==> src/inc/owd_cfg.svh <==
// Timing, field and reset constants of the one-wire dimming control block.
`ifndef OWD_CFG_SVH
`define OWD_CFG_SVH

// ********************************************************************
// Clock and switching oscillator
// ********************************************************************
`define OWD_CLK_MHZ 10
`define OWD_SW_FREQ_KHZ 600
`define OWD_FAULT_PERSIST 8

// ********************************************************************
// Line timing, in nanoseconds
// ********************************************************************
`define OWD_T_START_MIN_NS 2000
`define OWD_END_OF_STREAM_TIME_MIN_NS 2000
`define OWD_T_PHASE_MAX_NS 360000
`define OWD_T_ACK_VALID_MAX_NS 2000
`define OWD_T_ACK_MAX_NS 512000
`define OWD_T_OFF_MIN_NS 2500000
`define OWD_T_DET_MIN_NS 260000
`define OWD_T_DELAY_MIN_NS 100000
`define OWD_T_WIN_MIN_NS 1000000
`define OWD_T_HALF_LIM_NS 5000000
`define OWD_T_STEP_NS 213000

// ********************************************************************
// Stream layout and reset values
// ********************************************************************
`define OWD_STREAM_BITS 16
// The device address is an arbitrary value of our own choosing.
`define OWD_DEV_ADDR 8'h5A
`define OWD_SUB_ADDR 2'h0
`define OWD_ACK_REQ_BIT 7
`define OWD_SUB_HI 6
`define OWD_SUB_LO 5
`define OWD_LEVEL_HI 4
`define OWD_LEVEL_RESET 5'h1F
`define OWD_RAMP_STEPS 32

`endif

==> src/inc/owd_pkg.sv <==
// Types shared by the one-wire dimming control block.
package owd_pkg;
    typedef enum logic [2:0] {
        ST_SHUTDOWN,
        ST_DETECT,
        ST_PWM,
        ST_ONE_WIRE,
        ST_FAULT
    } owd_state_e;
    typedef logic [4:0] owd_level_t;
endpackage : owd_pkg

==> src/owd_ctrl.sv <==
// Control-pin logic: enable, mode detection, stream decode, acknowledge, soft start.
`include "owd_cfg.svh"
module owd_ctrl #(
    parameter int ACK_CYC = (`OWD_T_ACK_MAX_NS * `OWD_CLK_MHZ) / 1000,
    parameter int WIN_CYC = (`OWD_T_WIN_MIN_NS * `OWD_CLK_MHZ + 999) / 1000,
    parameter int OFF_CYC = (`OWD_T_OFF_MIN_NS * `OWD_CLK_MHZ + 999) / 1000,
    parameter int HALF_CYC = (`OWD_T_HALF_LIM_NS * `OWD_CLK_MHZ + 999) / 1000
) (
    input wire logic ref_clk,
    input wire logic rst,
    input wire logic ctrl_in,
    output logic ctrl_out,
    output logic ctrl_oe,
    input wire logic switch_node_ovp,
    input wire logic feedback_node_low,
    output logic switch_enable,
    output logic switch_tick,
    output owd_pkg::owd_level_t ref_code,
    output owd_pkg::owd_level_t level_code,
    output logic limit_half,
    output logic one_wire_mode,
    output logic pwm_mode,
    output logic fault_off,
    output owd_pkg::owd_state_e mode_state
);
    import owd_pkg::*;

    localparam int EOS_CYC = (`OWD_END_OF_STREAM_TIME_MIN_NS * `OWD_CLK_MHZ + 999) / 1000;
    localparam int PHASE_MAX_CYC = (`OWD_T_PHASE_MAX_NS * `OWD_CLK_MHZ) / 1000;
    localparam int DLY_CYC = (`OWD_T_DELAY_MIN_NS * `OWD_CLK_MHZ + 999) / 1000;
    localparam int DET_CYC = (`OWD_T_DET_MIN_NS * `OWD_CLK_MHZ + 999) / 1000;
    localparam int STEP_CYC = (`OWD_T_STEP_NS * `OWD_CLK_MHZ) / 1000;
    localparam int SW_DIV = (`OWD_CLK_MHZ * 1000) / `OWD_SW_FREQ_KHZ;

    if (ACK_CYC < 1 || ACK_CYC > 65535 || OFF_CYC < 2 || OFF_CYC > 65535 ||
        HALF_CYC > 65535 || WIN_CYC <= DLY_CYC + DET_CYC || WIN_CYC > HALF_CYC) begin : g_chk
        $error("owd_ctrl: timing parameters out of range");
    end

    owd_state_e state_r;
    logic ctrl_s1_r, ctrl_s2_r, ctrl_d_r;
    logic ovp_s1_r, ovp_s2_r, fbl_s1_r, fbl_s2_r;
    logic ack_r;
    logic [1:0] ack_tail_r;
    logic [15:0] ack_cnt_r, off_cnt_r, run_cnt_r, det_cnt_r, step_cnt_r;
    logic [11:0] phase_r, low_len_r;
    logic [4:0] bit_cnt_r;
    logic [15:0] rx_r;
    logic in_bit_r;
    logic [4:0] soft_r;
    owd_level_t level_r;
    logic ignore, line_hi, rise, fall, off_hit, det_hit, running, fault_hit;
    logic stream_done, stream_ok, rx_bit;

    // ****************************************************************
    // Pin synchronisers
    // ****************************************************************
    always_ff @(posedge ref_clk or posedge rst) begin
        if (rst) begin
            ctrl_s1_r <= 1'b0;
            ctrl_s2_r <= 1'b0;
            ctrl_d_r <= 1'b0;
            ovp_s1_r <= 1'b0;
            ovp_s2_r <= 1'b0;
            fbl_s1_r <= 1'b0;
            fbl_s2_r <= 1'b0;
        end else begin
            ctrl_s1_r <= ctrl_in;
            ctrl_s2_r <= ctrl_s1_r;
            ctrl_d_r <= ctrl_s2_r;
            ovp_s1_r <= switch_node_ovp;
            ovp_s2_r <= ovp_s1_r;
            fbl_s1_r <= feedback_node_low;
            fbl_s2_r <= fbl_s1_r;
        end
    end

    // Our own acknowledge pulls the line low; it and its trip through the
    // synchroniser must not be read as host activity.
    assign ignore = ack_r | (ack_tail_r != 2'h0);
    assign line_hi = ctrl_s2_r;
    assign rise = line_hi & ~ctrl_d_r & ~ignore;
    assign fall = ~line_hi & ctrl_d_r & ~ignore;
    assign running = (state_r == ST_DETECT) || (state_r == ST_PWM) ||
                     (state_r == ST_ONE_WIRE);
    assign off_hit = ~line_hi & ~ignore & (off_cnt_r == 16'(OFF_CYC - 1));
    assign det_hit = ~line_hi & (det_cnt_r == 16'(DET_CYC - 1));
    assign rx_bit = phase_r > low_len_r;

    owd_open_led #(
        .DIV(SW_DIV),
        .PERSIST(`OWD_FAULT_PERSIST)
    ) u_open_led (
        .ref_clk(ref_clk),
        .rst(rst),
        .run(running),
        .ovp(ovp_s2_r),
        .fb_low(fbl_s2_r),
        .sw_tick(switch_tick),
        .fault(fault_hit)
    );

    // ****************************************************************
    // Operating state
    // ****************************************************************
    always_ff @(posedge ref_clk or posedge rst) begin
        if (rst) begin
            off_cnt_r <= 16'h0000;
        end else if (line_hi || ignore || off_hit) begin
            off_cnt_r <= 16'h0000;
        end else begin
            off_cnt_r <= off_cnt_r + 16'h0001;
        end
    end

    always_ff @(posedge ref_clk or posedge rst) begin
        if (rst) begin
            state_r <= ST_SHUTDOWN;
        end else if (off_hit && state_r != ST_SHUTDOWN) begin
            state_r <= ST_SHUTDOWN;
        end else if (fault_hit && running) begin
            state_r <= ST_FAULT;
        end else begin
            unique case (state_r)
                ST_SHUTDOWN: begin
                    if (rise) begin
                        state_r <= ST_DETECT;
                    end
                end
                ST_DETECT: begin
                    if (det_hit) begin
                        state_r <= ST_ONE_WIRE;
                    end else if (run_cnt_r == 16'(WIN_CYC - 1)) begin
                        state_r <= ST_PWM;
                    end
                end
                ST_PWM, ST_ONE_WIRE, ST_FAULT: begin
                    state_r <= state_r;
                end
            endcase
        end
    end

    // Run time since enable: serves the detection window, the half limit
    // and nothing in shutdown, so a restart always begins from zero.
    always_ff @(posedge ref_clk or posedge rst) begin
        if (rst) begin
            run_cnt_r <= 16'h0000;
            det_cnt_r <= 16'h0000;
            limit_half <= 1'b0;
        end else if (!running) begin
            run_cnt_r <= 16'h0000;
            det_cnt_r <= 16'h0000;
            limit_half <= 1'b0;
        end else begin
            if (run_cnt_r < 16'(HALF_CYC)) begin
                run_cnt_r <= run_cnt_r + 16'h0001;
            end
            limit_half <= run_cnt_r < 16'(HALF_CYC - 1);
            if (state_r == ST_DETECT && !line_hi && run_cnt_r >= 16'(DLY_CYC)) begin
                det_cnt_r <= det_cnt_r + 16'h0001;
            end else begin
                det_cnt_r <= 16'h0000;
            end
        end
    end

    // ****************************************************************
    // Soft-start ramp
    // ****************************************************************
    always_ff @(posedge ref_clk or posedge rst) begin
        if (rst) begin
            step_cnt_r <= 16'h0000;
            soft_r <= 5'h00;
        end else if (!running) begin
            step_cnt_r <= 16'h0000;
            soft_r <= 5'h00;
        end else if (step_cnt_r == 16'(STEP_CYC - 1)) begin
            step_cnt_r <= 16'h0000;
            if (soft_r != 5'(`OWD_RAMP_STEPS - 1)) begin
                soft_r <= soft_r + 5'h01;
            end
        end else begin
            step_cnt_r <= step_cnt_r + 16'h0001;
        end
    end

    always_ff @(posedge ref_clk or posedge rst) begin
        if (rst) begin
            ref_code <= 5'h00;
        end else if (!running) begin
            ref_code <= 5'h00;
        end else begin
            ref_code <= (soft_r < level_r) ? soft_r : level_r;
        end
    end

    // ****************************************************************
    // Stream decoder
    // ****************************************************************
    assign stream_done = (state_r == ST_ONE_WIRE) && in_bit_r && !ignore && !line_hi &&
                         (bit_cnt_r == 5'(`OWD_STREAM_BITS)) &&
                         (phase_r == 12'(EOS_CYC - 1));
    assign stream_ok = stream_done && (rx_r[15:8] == `OWD_DEV_ADDR) &&
                       (rx_r[`OWD_SUB_HI:`OWD_SUB_LO] == `OWD_SUB_ADDR);

    always_ff @(posedge ref_clk or posedge rst) begin
        if (rst) begin
            phase_r <= 12'h000;
            low_len_r <= 12'h000;
            bit_cnt_r <= 5'h00;
            rx_r <= 16'h0000;
            in_bit_r <= 1'b0;
        end else if (state_r != ST_ONE_WIRE || ignore || stream_done) begin
            phase_r <= 12'h000;
            in_bit_r <= 1'b0;
            bit_cnt_r <= 5'h00;
        end else if (fall) begin
            phase_r <= 12'h000;
            in_bit_r <= 1'b1;
            if (!in_bit_r) begin
                bit_cnt_r <= 5'h00;
            end else if (bit_cnt_r == 5'(`OWD_STREAM_BITS)) begin
                in_bit_r <= 1'b0;
            end else begin
                rx_r <= {rx_r[14:0], rx_bit};
                bit_cnt_r <= bit_cnt_r + 5'h01;
            end
        end else if (rise) begin
            low_len_r <= phase_r;
            phase_r <= 12'h000;
        end else if (phase_r == 12'(PHASE_MAX_CYC)) begin
            in_bit_r <= 1'b0;
            bit_cnt_r <= 5'h00;
        end else begin
            phase_r <= phase_r + 12'h001;
        end
    end

    always_ff @(posedge ref_clk or posedge rst) begin
        if (rst) begin
            level_r <= `OWD_LEVEL_RESET;
        end else if (stream_ok) begin
            level_r <= rx_r[`OWD_LEVEL_HI:0];
        end
    end

    // ****************************************************************
    // Acknowledge driver
    // ****************************************************************
    always_ff @(posedge ref_clk or posedge rst) begin
        if (rst) begin
            ack_r <= 1'b0;
            ack_cnt_r <= 16'h0000;
            ack_tail_r <= 2'h0;
        end else if (ack_r) begin
            ack_cnt_r <= ack_cnt_r + 16'h0001;
            if (ack_cnt_r == 16'(ACK_CYC - 1) || state_r != ST_ONE_WIRE) begin
                ack_r <= 1'b0;
                ack_tail_r <= 2'h3;
            end
        end else begin
            ack_cnt_r <= 16'h0000;
            ack_r <= stream_ok && rx_r[`OWD_ACK_REQ_BIT];
            if (ack_tail_r != 2'h0) begin
                ack_tail_r <= ack_tail_r - 2'h1;
            end
        end
    end

    always_ff @(posedge ref_clk or posedge rst) begin
        if (rst) begin
            switch_enable <= 1'b0;
            one_wire_mode <= 1'b0;
            pwm_mode <= 1'b0;
            fault_off <= 1'b0;
        end else begin
            switch_enable <= running && !fault_hit;
            one_wire_mode <= state_r == ST_ONE_WIRE;
            pwm_mode <= state_r == ST_DETECT || state_r == ST_PWM;
            fault_off <= state_r == ST_FAULT;
        end
    end

    assign ctrl_out = 1'b0;
    assign ctrl_oe = ack_r;
    assign level_code = level_r;
    assign mode_state = state_r;
endmodule : owd_ctrl

==> src/owd_open_led.sv <==
// Switching oscillator tick and open-LED fault filter.
`include "owd_cfg.svh"
module owd_open_led #(
    parameter int DIV = 16,
    parameter int PERSIST = 8
) (
    input wire logic ref_clk,
    input wire logic rst,
    input wire logic run,
    input wire logic ovp,
    input wire logic fb_low,
    output logic sw_tick,
    output logic fault
);
    logic [7:0] div_r;
    logic [7:0] hit_r;

    if (DIV < 2 || DIV > 255 || PERSIST < 1 || PERSIST > 255) begin : g_chk
        $error("owd_open_led: DIV or PERSIST out of range");
    end

    always_ff @(posedge ref_clk or posedge rst) begin
        if (rst) begin
            div_r <= 8'h00;
            sw_tick <= 1'b0;
        end else if (!run) begin
            div_r <= 8'h00;
            sw_tick <= 1'b0;
        end else begin
            div_r <= (div_r == 8'(DIV - 1)) ? 8'h00 : div_r + 8'h01;
            sw_tick <= (div_r == 8'(DIV - 1));
        end
    end

    // ****************************************************************
    // Fault persistence, one sample per switching cycle
    // ****************************************************************
    always_ff @(posedge ref_clk or posedge rst) begin
        if (rst) begin
            hit_r <= 8'h00;
            fault <= 1'b0;
        end else if (!run) begin
            hit_r <= 8'h00;
            fault <= 1'b0;
        end else if (sw_tick) begin
            if (ovp && fb_low) begin
                hit_r <= hit_r + 8'h01;
                fault <= (hit_r == 8'(PERSIST - 1));
            end else begin
                hit_r <= 8'h00;
                fault <= 1'b0;
            end
        end else begin
            fault <= 1'b0;
        end
    end
endmodule : owd_open_led

==> config.mk <==
export PLATFORM = sky130hd
export DESIGN_NAME = owd_ctrl
export DESIGN_NICKNAME = d
export VERILOG_FILES = /design/src/inc/owd_pkg.sv /design/src/owd_ctrl.sv /design/src/owd_open_led.sv
export VERILOG_INCLUDE_DIRS = /design/src /design/src/inc
export SDC_FILE = /design/constraint.sdc
export NUM_CORES = 1
export LEC_CHECK = 0
export ABC_AREA = 0
export BUFFER_PORTS_ARGS = -buffer_cell sky130_fd_sc_hd__buf_2
export CAP_MARGIN = 20
export CORE_ASPECT_RATIO = 2
export CORE_MARGIN = 5
export CORE_UTILIZATION = 45
export DETAILED_ROUTE_END_ITERATION = 12
export SLEW_MARGIN = 15
export SYNTH_ARGS = -nofsm -noshare
export SYNTH_HDL_FRONTEND = slang
export SYNTH_SLANG_ARGS = --single-unit
==> constraint.sdc <==
create_clock -name ref_clk -period 9.3 [get_ports ref_clk]
set_input_delay 0.93 -clock ref_clk [delete_from_list [all_inputs] [get_ports ref_clk]]
set_output_delay 0.93 -clock ref_clk [all_outputs]
set_load 0.02 [all_outputs]
* After elaboration in Yosys (flattened, before gate mapping)
Cells that the tools add are included.
** Storage, ports and cells
- Bits in registers :: 177
- Output and inout bits :: 21
- Logic and storage cells :: 178
** Cells by class
- Add/subtract/negate cells :: 11
- Order comparisons :: 5
- Equality and inequality tests :: 28
- Mux-type cells :: 50
- Bitwise gates (word level) :: 14
- Reduce and logical (&&, ||, !) cells :: 38
** Operator list (number)
- two-way mux 16 bit :: 8
- adder 16 x 1 -> 16 bit, second input constant :: 5
- two-way mux 5 bit :: 11
- two-way mux 12 bit :: 4
- two-way mux 8 bit :: 5
- equality test 16 x 12 -> 1 bit, second input constant :: 2
- less-than comparator 16 bit, second input constant :: 2
- adder 8 x 1 -> 8 bit, second input constant :: 2
- equality test 16 x 13 -> 1 bit, second input constant :: 1
- equality test 16 x 14 -> 1 bit, second input constant :: 1
- equality test 16 x 15 -> 1 bit, second input constant :: 1
- >= comparator 16 x 10 -> 1 bit, second input constant :: 1
- two-way mux 3 bit :: 5
- logical AND 1 bit :: 14
- two-way mux 1 bit :: 13
- adder 12 x 1 -> 12 bit, second input constant :: 1
- equality test 12 bit, second input constant :: 1
- equality test 12 x 5 -> 1 bit, second input constant :: 1
- greater-than comparator 12 bit :: 1
- adder 5 x 1 -> 5 bit, second input constant :: 2
- inequality test 2 x 1 -> 1 bit, second input constant :: 5
- AND reduction 3 bit :: 3
- equality test 8 x 3 -> 1 bit, second input constant :: 1
- equality test 8 x 4 -> 1 bit, second input constant :: 1
- other kinds (28) :: 55

* Logic depth before layout (Yosys ltp)
Gate-level depths: netlist of the first run.
- Depth in word-level cells :: 11
- Depth in mapped cells :: 10
- Gate-level depth less buffers :: 8

* Cells and area by module
A second synthesis of the first run with hierarchy kept.
** Unflattened totals
- Cell total of the unflattened synthesis :: 889
- Area, all modules :: 8753.4 µm²
** Modules (own cells, without submodules)
- owd_ctrl :: instances 1, cells each 798, area an instance 7828.8 µm², seq. area each 3985.1 µm²
- owd_open_led :: instances 1, cells each 91, area an instance 924.6 µm², seq. area each 450.4 µm²

* Worst setup path before layout of the first run
No wires, ideal clock.
- Kind :: register to register
- Start :: register ack_tail_r[0]
- End :: register rx_r[1]
- Setup time :: 0.125 ns
- Data arrival time :: 2.025 ns
- Setup slack :: 7.150 ns
- Stages on the path, launching flop included :: 9
- Path through :: dfrtp_1 inv_1 ha_1 nor3b_2 nand2_1 or4b_4 buf_6 buf_12 mux2_4
** On the way
- Word-level cells in the longest chain between the ends :: 10
** Ends and longest elaborated chain
- from (decl) :: line owd_ctrl.sv:44 : logic [1:0] ack_tail_r;
- from (signal assigned) :: line owd_ctrl.sv:266 : ack_tail_r <= ack_tail_r - 2'h1;
- nonzero test 2 bit (*) :: line owd_ctrl.sv:80 : assign ignore = ack_r | (ack_tail_r != 2'h0);
- OR 1 bit (*) :: line owd_ctrl.sv:80
- zero test 1 bit :: line owd_ctrl.sv:201 : assign stream_done = (state_r == ST_ONE_WIRE) && in_bit_r && !ignore && !line_hi &&
- logical AND 1 bit (4 in series) :: line owd_ctrl.sv:201
- logical OR 1 bit :: line owd_ctrl.sv:214 : end else if (state_r != ST_ONE_WIRE || ignore || stream_done) begin
- NOT 1 bit (no source line)
- AND reduction 4 bit (no source line) (*)
- to (signal assigned) :: line owd_ctrl.sv:226 : rx_r <= {rx_r[14:0], rx_bit};
- to (decl) :: line owd_ctrl.sv:48 : logic [15:0] rx_r;
Mark *: on every way between the ends. The rest lies on a longest branch, timed or not.
A chain may end at the register's enable or synchronous reset.

* Final worst setup path of the first run
- Start :: register ack_r (netlist: ctrl_oe)
- End :: register bit_cnt_r[1]
** On the way
- Word-level cells in the longest chain between the ends :: 9
** Ends and longest elaborated chain
- from (decl) :: line owd_ctrl.sv:43 : logic ack_r;
- from (signal assigned) :: line owd_ctrl.sv:264 : ack_r <= stream_ok && rx_r[`OWD_ACK_REQ_BIT];
- OR 1 bit (*) :: line owd_ctrl.sv:80
- zero test 1 bit :: line owd_ctrl.sv:201
- logical AND 1 bit (4 in series) :: line owd_ctrl.sv:201
- logical OR 1 bit :: line owd_ctrl.sv:214
- inequality test 4 x 3 -> 1 bit (no source line), or another cell as far along
- AND reduction 3 bit (no source line)
- to (signal assigned) :: line owd_ctrl.sv:227 : bit_cnt_r <= bit_cnt_r + 5'h01;
- to (decl) :: line owd_ctrl.sv:47 : logic [4:0] bit_cnt_r;
Marked as above.

==> results of run 1 <==
==> through the flow <==
step | util (%) | std cells | worst slack, ns
floorplan | - | 845 | 3.58
global placement | 47.6 | 1109 | 6.91
detailed placement | 47.6 | 1109 | 6.90
CTS | 50.5 | 1141 | 6.83
global route | 50.5 | 1141 | 6.62
finish | 50.5 | 1141 | 6.84
==> cells by family (layout without fill, tap and decap cells) <==
family	Yosys count	after routing	share of synthesized area (%)
compound gates	95	95	6.74
fa+ha+maj	31	31	4.53
simple gates	386	386	22.4
buf+inv	47	88	2.50
other cells	1	1	0.0438
xor+xnor	87	87	8.90
flops	177	177	51.8
mux	21	21	3.03
==> final timing paths <==
check | end | slack [ns] | depth (start not counted)
worst max-delay path | bit_cnt_r[1]$_DFFE_PP0P_ | 6.84 | 5
worst min register to register | fbl_s2_r$_DFF_PP0_ | 0.36 | 0
worst max register to register | bit_cnt_r[1]$_DFFE_PP0P_ | 6.84 | 5
worst min-delay path | fbl_s2_r$_DFF_PP0_ | 0.36 | 0
max in group asynchronous | rx_r[8]$_DFFE_PP0P_ | 7.56 | 3
min in group asynchronous | run_cnt_r[9]$_DFFE_PP0P_ | 0.54 | 2
==> sequential cells by signal (all words and copies together), names as in the netlist, 2 cells and up <==
register,cells
low_len_r,12
ack_tail_r,2
rx_r,16
off_cnt_r,16
run_cnt_r,16
soft_r,5
u_open_led.div_r,8
step_cnt_r,16
level_code,5
bit_cnt_r,5
phase_r,12
u_open_led.hit_r,8
mode_state,3
ref_code,5
ack_cnt_r,16
det_cnt_r,16
==> per-layer routing <==
layer | share of wire, % | vias up | global-route usage [%]
li1 | - | 2942 | -
met1 | 40 | 2889 | 18.1
met2 | 55 | 54 | 29.2
met3 | 2.5 | 26 | 3.53
met4 | 2.4 | 0 | 7.00
met5 | 0 | - | 0
==> placed cells by master (no fill, tap or decap), types with 24 or more instances in the layout <==
cell,netlist,routed
buf_2,2,24
dfrtp_1,172,172
ha_1,31,31
nand2_1,77,77
inv_1,27,26
o21ai_0,45,45
xor2_1,50,50
nor2_1,124,124
nand4_1,24,24
xnor2_1,37,37
nand3_1,49,49
==> final cells by class <==
type / instances / area [um^2]
inverter: 27 / 106
multi-input combinational: 621 / 3910
timing repair buffer: 29 / 158
clock inverter: 13 / 101
tap: 255 / 319
clock buffer: 19 / 443
fill: 1754 / 9270
sequential: 177 / 4440
==> synth_stat cells, types with 5 or more instances <==
master	number
nor4_1	10
o21ai_1	5
nor2_1	124
ha_1	31
nand2_1	77
and4_1	6
a21oi_1	15
dfrtp_1	172
and2_1	17
nor2b_1	5
or3_1	5
xnor2_1	37
xor2_1	50
clkbuf_1	14
and3_1	21
o21ai_0	45
nand3_1	49
nand2b_1	5
nand4_1	24
inv_1	27
mux2_2	11
nor3_1	15
dfstp_2	5
mux2_4	7
==> power breakdown <==
| group | total [uW] | switching (uW) | internal [uW] |
|---|---|---|---|
| Clock | 668 | 314 | 354 |
| Combinational | 270 | 150 | 120 |
| Sequential | 925 | 82.3 | 843 |
==> worst max-delay path, delay by kind of cell (launching register included) <==
kind	cells	cell delay (ns)
simple gates	1	0.35
compound gates	4	1.21
flops	1	0.74
==> flow_metrics.env, run 1 <==
export IMPL_status="finished, final reports clean"
export IMPL_required_ns=9.57
export IMPL_path_max_fanout=24
export IMPL_worst_slew_pin_slew_ns=0.831
export IMPL_slew_headroom_pct=44.6
export IMPL_synthArstFlopShare_pct=100
export IMPL_postCtsResizedCells=0
export IMPL_hpwl_um=11600
export IMPL_gr_total_overflow=0
export IMPL_seq_area_frac_synth_pct=51.8
export IMPL_hp_class="reg2reg"
export IMPL_synth_flop_cell="dfrtp_1"
export IMPL_crit_start="ctrl_oe$_DFF_PP0_"
export IMPL_power_leakage_uw=0.00429
export IMPL_setup_tns_ns=0
export IMPL_postCtsSetupRepairBufs=0
export IMPL_cap_violations=0
export IMPL_yosysTopAreaCellShare_pct=50.3
export IMPL_synth_area_per_cell_um2=10.1
export IMPL_drc=0
export IMPL_grt_max_degree=67
export IMPL_postCtsHoldBufs=0
export IMPL_period_needed_ns=2.46
export IMPL_ys_types=67
export IMPL_root_buffer="clkbuf_16"
export IMPL_cts_sinks=177
export IMPL_period_share_pct=26.4
export IMPL_areaGrowthSynthToFinish_pct=10.7
export IMPL_crit_path_max_incr_delay_ns=0.77
export IMPL_first_iter_violations=196
export IMPL_fmax_mhz=407
export IMPL_clk_pin_slew_ns=0.07
export IMPL_core_um2=18700
export IMPL_crit_arrival_ns=2.73
export IMPL_fin_hold_ws_ns=0.359
export IMPL_postSynthCellCount=845
export IMPL_die_area_um2=22000
export IMPL_cpMaxStageDelayCell="a2111oi_1"
export IMPL_peakVddDrop_mv=0.100
export IMPL_grt_pass1_wl_um=28800
export IMPL_critical_path_class="reg2reg"
export IMPL_vias=5911
export IMPL_r2r_start="ctrl_oe$_DFF_PP0_"
export IMPL_crit_chain="nand2b_1 -> a211o_2 -> o21ai_0 -> a2111oi_1 -> o21ai_0"
export IMPL_portBuffers=24
export IMPL_grt_util_all_layers_pct=16.2
export IMPL_synthesis_area_um2=8560
export IMPL_p_total_uw=1860
export IMPL_synth_edff_count=0
export IMPL_final_setup_viol_count=0
export IMPL_post_dp_cell_area_um2=8930
export IMPL_crit_top_cell="o21ai_0"
export IMPL_finalMaxSlewViolations=0
export IMPL_cts_tree="yes"
export IMPL_start_kind="flop"
export IMPL_wl_um=16500
export IMPL_max_clock_path_buffers=2
export IMPL_gp_congestion=0.793
export IMPL_p_per_area_nw_per_um2=197
export IMPL_die_y_um=205
export IMPL_io_pins=26
export IMPL_initial_utilization_pct=45.7
export IMPL_cts_htree_levels=4
export IMPL_ys_seq_elements=177
export IMPL_hold_violations=0
export IMPL_viasPerCell=5.18
export IMPL_cts_made_buffers=17
export IMPL_dr_pass1_iters=5
export IMPL_num_antenna_cells=0
export IMPL_yosysWarningCount=0
export IMPL_synth_fp_nets=881
export IMPL_grt_pass1_vias=6052
export IMPL_layout_drive_gt1_share_pct=11.1
export IMPL_skew_ns=0.0122
export IMPL_synth_top_area_cell="dfrtp_1"
export IMPL_antenna_found_initial=0
export IMPL_final_cell_area_um2=9470
export IMPL_wl_per_cell_um=14.4
export IMPL_synth_area_leaders="dfrtp_1, nor2_1, xor2_1"
export IMPL_rows=71
export IMPL_nNetsFinal=909
export IMPL_rsz0062_at_grt="false"
export IMPL_antenna_left=0
export IMPL_die_x_um=108
export IMPL_min_from="fbl_s1_r$_DFF_PP0_"
export IMPL_critPathCaptureType="flop"
export IMPL_clock_insertion_delay_worst_skew_ns=0.43
Note: power is estimated with default switching activity, not from simulation.
==> run 2: changes to the inputs <==
==> constraint.sdc (replaced) <==
create_clock -name ref_clk -period 2 [get_ports ref_clk]
set_input_delay 0.2 -clock ref_clk [delete_from_list [all_inputs] [get_ports ref_clk]]
set_output_delay 0.2 -clock ref_clk [all_outputs]
set_load 0.02 [all_outputs]
==> flow_metrics.env, run 2 (synthesis results as in run 1) <==
export IMPL_status="finished, final reports clean"
export IMPL_clock_power_share_pct=35.9
export IMPL_crit_arrival_ns=2.28
export IMPL_hold_violations=0
export IMPL_critPathCaptureType="flop"
export IMPL_cts_made_buffers=17
export IMPL_max_clock_path_buffers=2
export IMPL_grt_pass1_vias=6554
export IMPL_hp_class="reg2reg"
export IMPL_peakVddDrop_mv=0.431
export IMPL_dp_slack_ns=-0.217
export IMPL_fillers=1703
export IMPL_p_switching_uw=2580
export IMPL_final_setup_viol_count=0
export IMPL_worst_path_buf_inv=1
export IMPL_critical_path_class="reg2reg"
export IMPL_vias=6329
export IMPL_skew_ns=0.0101
export IMPL_cpMaxStageDelayCell="or4b_4"
export IMPL_required_ns=2.30
export IMPL_viasPerCell=5.20
export IMPL_core_um2=18700
export IMPL_crit_chain="inv_2 -> ha_4 -> nor3b_4 -> nand2_2 -> or4b_4 -> mux2_2"
export IMPL_gp_congestion=0.835
export IMPL_final_cell_mix="dfrtp_1, nor2_1, nand2_1"
export IMPL_initial_utilization_pct=45.7
export IMPL_grt_util_all_layers_pct=17.3
export IMPL_worst_slew_pin_slew_ns=0.549
export IMPL_period_share_pct=98.7
export IMPL_num_antenna_cells=0
export IMPL_p_per_area_nw_per_um2=891
export IMPL_p_int_uw=6510
export IMPL_antenna_found_initial=0
export IMPL_hpwl_um=12700
export IMPL_clk_pin_slew_ns=0.07
export IMPL_io_pins=26
export IMPL_seqPwrFrac_pct=46.7
export IMPL_fmax_mhz=506
export IMPL_path_max_fanout=5
export IMPL_start_kind="flop"
export IMPL_cts_htree_levels=4
export IMPL_clock_insertion_delay_worst_skew_ns=0.43
export IMPL_combPwrFrac_pct=17.4
export IMPL_dr_pass1_iters=4
export IMPL_layout_drive_gt1_share_pct=18.4
export IMPL_worst_slack_ns=0.0250
export IMPL_portBuffers=24
export IMPL_crit_path_max_incr_delay_ns=0.63
export IMPL_die_x_um=108
export IMPL_first_iter_violations=217
export IMPL_grt_max_degree=55
export IMPL_antenna_left=0
export IMPL_finalMaxSlewViolations=0
export IMPL_grt_pass1_wl_um=30500
export IMPL_slew_headroom_pct=63.3
export IMPL_fin_hold_ws_ns=0.344
export IMPL_wl_per_cell_um=14.7
export IMPL_wl_um=17900
export IMPL_die_y_um=205
export IMPL_root_buffer="clkbuf_16"
export IMPL_period_needed_ns=1.97
export IMPL_cap_violations=0
export IMPL_drc=0
export IMPL_crit_family="simple AND/OR/NAND/NOR gates"
export IMPL_power_leakage_uw=0.00466
export IMPL_setup_tns_ns=0
export IMPL_cts_sinks=177
export IMPL_die_area_um2=22000
export IMPL_nNetsFinal=984
export IMPL_gr_total_overflow=0
export IMPL_cts_tree="yes"
export IMPL_rows=71
export IMPL_rsz0062_at_grt="true"
export IMPL_reg2reg_setup_slack_ns=0.03
export IMPL_areaGrowthSynthToFinish_pct=19.2
export IMPL_switching_share_pct=28.4
export IMPL_final_common_cell="dfrtp_1"
==> run 2: cell count changes in the layout (fill, tap and decap cells not counted), moves of 3 or more <==
cell / before / now
dlygate4sd3_1: 0 / 4
or4b_4: 1 / 4
inv_6: 7 / 3
buf_12: 0 / 3
o21ai_0: 45 / 42
buf_4: 5 / 70
clkinvlp_4: 1 / 7
o21ai_1: 5 / 8
clkbuf_1: 1 / 4
ha_1: 31 / 28
clkinv_2: 3 / 0
clkinv_4: 3 / 0
==> run 2: worst paths after layout <==
kind / start / to / depth (start not counted)
hold reg to reg: fbl_s1_r$_DFF_PP0_ / fbl_s2_r$_DFF_PP0_ / 0
setup / recovery: ack_tail_r[1]$_DFFE_PP0P_ / rx_r[15]$_DFFE_PP0P_ / 6
hold / removal: fbl_s1_r$_DFF_PP0_ / fbl_s2_r$_DFF_PP0_ / 0
setup reg to reg: ack_tail_r[1]$_DFFE_PP0P_ / rx_r[15]$_DFFE_PP0P_ / 6
max in group asynchronous: rst / level_code[0]$_DFFE_PP1P_ / 4
min in group asynchronous: rst / ack_cnt_r[6]$_DFF_PP0_ / 3
==> run 2: power groups by stage <==
stage / clock network (uW) / logic (uW) / registers, uW
after floorplan: 0 / 983 / 4290
final: 3270 / 1580 / 4240
after CTS: 3360 / 1570 / 4230
after detailed placement: 0 / 1520 / 4290
after global routing: 3510 / 1780 / 4280
after global placement: 0 / 1510 / 4290
==> run 2: stage by stage <==
stage	instances	power [uW]	area (um^2)	util, %
2_1_floorplan	845	5270	8570	-
3_3_place_gp	1174	5790	9460	50.5
3_5_place_dp	1174	5810	9460	50.5
4_1_cts	1213	9170	10100	54.0
5_1_grt	1216	9570	10200	54.4
6_report	1216	9090	10200	54.4
==> run 2: repair_timing <==
item	4_1_cts	5_1_grt
pin swaps	5	6
hold buffers	4	0
buffers inserted	1	2
endpoints found under the setup margin	20	48
cloned	2	1
resized for setup	4	15
hold endpoints to repair	18	0
==> run 2: area by class of cell <==
class,count,area (um^2),area share (%)
repair buffers,101,746,7.31
flip-flops and latches,177,4440,43.5
well taps,255,319,3.13
inverters,27,105,1.03
multi-input cells,624,4020,39.4
clock buffers,21,440,4.32
clock inverters,11,131,1.29
==> run 2: metal layers <==
metal | vias to the layer above | track usage (%) | routed length, um
li1 | 3123 | - | -
met1 | 3099 | 18.7 | 7040
met2 | 73 | 32.2 | 9890
met3 | 34 | 2.74 | 400
met4 | 0 | 7.81 | 528
met5 | - | 0 | 0
==> run 3: changes to the inputs <==
==> constraint.sdc (replaced) <==
create_clock -name ref_clk -period 2.4 [get_ports ref_clk]
set_input_delay 0.24 -clock ref_clk [delete_from_list [all_inputs] [get_ports ref_clk]]
set_output_delay 0.24 -clock ref_clk [all_outputs]
set_load 0.02 [all_outputs]
==> flow_metrics.env, run 3 (synthesis results as in run 1) <==
export IMPL_crit_family="simple AND/OR/NAND/NOR gates"
export IMPL_gr_total_overflow=0
export IMPL_finalNonFillerCells=1162
export IMPL_rows=71
export IMPL_wl_um=16900
export IMPL_grt_pass1_wl_um=29400
export IMPL_root_buffer="clkbuf_16"
export IMPL_portBuffers=24
export IMPL_core_um2=18700
export IMPL_fmax_mhz=463
export IMPL_antenna_found_initial=0
export IMPL_num_antenna_cells=0
export IMPL_power_leakage_uw=0.00441
export IMPL_die_area_um2=22000
export IMPL_grt_max_degree=70
export IMPL_p_per_area_nw_per_um2=761
export IMPL_final_setup_viol_count=0
export IMPL_final_common_cell="dfrtp_1"
export IMPL_hpwl_um=12100
export IMPL_place_inst=1126
export IMPL_gp_congestion=0.815
export IMPL_layout_drive_gt1_share_pct=12.8
export IMPL_critPathCaptureType="flop"
export IMPL_rr_endpoint="level_code[0]$_DFFE_PP1P_"
export IMPL_wl_per_cell_um=14.6
export IMPL_viasPerCell=5.24
export IMPL_slew_headroom_pct=53.9
export IMPL_cpMaxStageDelayCell="nor4b_1"
export IMPL_top_usage_layer="met2"
export IMPL_crit_chain="nor4b_1 -> nand4_1 -> nor2_1 -> and4_1 -> mux2_2"
export IMPL_drc=0
export IMPL_postCtsResizedCells=0
export IMPL_finalMaxSlewViolations=0
export IMPL_cts_htree_levels=4
export IMPL_vias=6094
export IMPL_met2_usage_pct=30.7
export IMPL_post_dp_cell_area_um2=9080
export IMPL_period_share_pct=90.0
export IMPL_final_cell_area_um2=9700
export IMPL_cts_made_buffers=17
export IMPL_crit_path_max_incr_delay_ns=0.51
export IMPL_path_max_fanout=6
export IMPL_die_x_um=108
export IMPL_r2r_start="phase_r[5]$_DFFE_PP0P_"
export IMPL_dr_pass1_iters=4
export IMPL_grt_util_all_layers_pct=16.5
export IMPL_worst_slew_pin_slew_ns=0.673
export IMPL_crit_arrival_ns=2.52
export IMPL_antenna_left=0
export IMPL_rsz0062_at_grt="false"
export IMPL_hp_class="in2async"
export IMPL_grt_pass1_vias=6358
export IMPL_period_needed_ns=2.16
export IMPL_start_kind="flop"
export IMPL_areaGrowthSynthToFinish_pct=13.3
export IMPL_die_y_um=205
export IMPL_hold_violations=0
export IMPL_final_cell_mix="dfrtp_1, nor2_1, nand2_1"
export IMPL_postCtsSetupRepairBufs=0
export IMPL_cts_tree="yes"
export IMPL_cap_violations=0
export IMPL_required_ns=2.76
export IMPL_skew_ns=0.00837
export IMPL_utilization_pct=51.7
export IMPL_critical_path_class="reg2reg"
export IMPL_clock_insertion_delay_worst_skew_ns=0.44
export IMPL_peakVddDrop_mv=0.406
export IMPL_first_iter_violations=180
export IMPL_max_clock_path_buffers=2
export IMPL_postCtsHoldBufs=4
export IMPL_io_pins=26
export IMPL_r2r_cells=5
export IMPL_worst_path_buf_inv=0
export IMPL_nNetsFinal=930
export IMPL_clk_pin_slew_ns=0.07
export IMPL_grtUsageMet3_pct=3.28
export IMPL_reg2reg_setup_slack_ns=0.24
export IMPL_status="finished, final reports clean"
export IMPL_cts_sinks=177
export IMPL_initial_utilization_pct=45.7
export IMPL_crit_start="phase_r[5]$_DFFE_PP0P_"
export IMPL_use_met1_pct=17.9
run 3: cell count changes in the layout (fill, tap and decap cells not counted), sizes merged:
cell	before	now
buf	97	46
clkinv	0	5
clkinvlp	7	2
inv	29	32
or4b	5	2
clkbuf	21	19
bufinv	2	1
run 3: how the worst max path moves through the flow:
| stage | end | slack [ns] | cells after the start |
|---|---|---|---|
| after floorplan | ack_cnt_r[0]$_DFF_PP0_ | -0.10 | 1 |
| after global placement | level_code[0]$_DFFE_PP1P_ | 0.28 | 5 |
| after detailed placement | rx_r[2]$_DFFE_PP0P_ | 0.25 | 6 |
| after CTS | level_code[0]$_DFFE_PP1P_ | 0.23 | 5 |
| after global routing | bit_cnt_r[3]$_DFFE_PP0P_ | 0.09 | 8 |
| final | level_code[0]$_DFFE_PP1P_ | 0.24 | 5 |
run 3: worst register-to-register path, delay by kind of cell (launching register included):
family | cells | cell delay (ns)
mux | 1 | 0.34
flops | 1 | 0.42
simple gates | 4 | 1.33
run 3: power breakdown:
group          switching (uW)  internal, uW
Clock                    1200          1500
Sequential                323          3270
Combinational             589           498
run 3: stage by stage:
step / hold slack (ns) / power (uW) / setup TNS, ns / setup WS, ns
finish: 0.339 / 7380 / 0 / 0.239
global route: 0.358 / 7790 / 0 / 0.0882
CTS: 0.326 / 7500 / 0 / 0.232
detailed placement: 0.250 / 4740 / 0 / 0.250
global placement: 0.252 / 4710 / 0 / 0.280
floorplan: 0.271 / 4390 / -17.64 / -0.103
run 3: per-layer routing:
metal | part of all wire (%) | vias to the layer above
li1 | - | 3003
met1 | 40 | 2993
met2 | 55 | 71
met3 | 2.8 | 27
met4 | 2.0 | 0
met5 | 0 | -
run 3: cell type report:
type / count / area (um^2)
Sequential cell: 177 / 4440
Multi-Input combinational cell: 621 / 3910
Tap cell: 255 / 319
Clock buffer: 19 / 453
Clock inverter: 13 / 125
Fill cell: 1739 / 9050
Timing Repair Buffer: 50 / 350
Inverter: 27 / 105
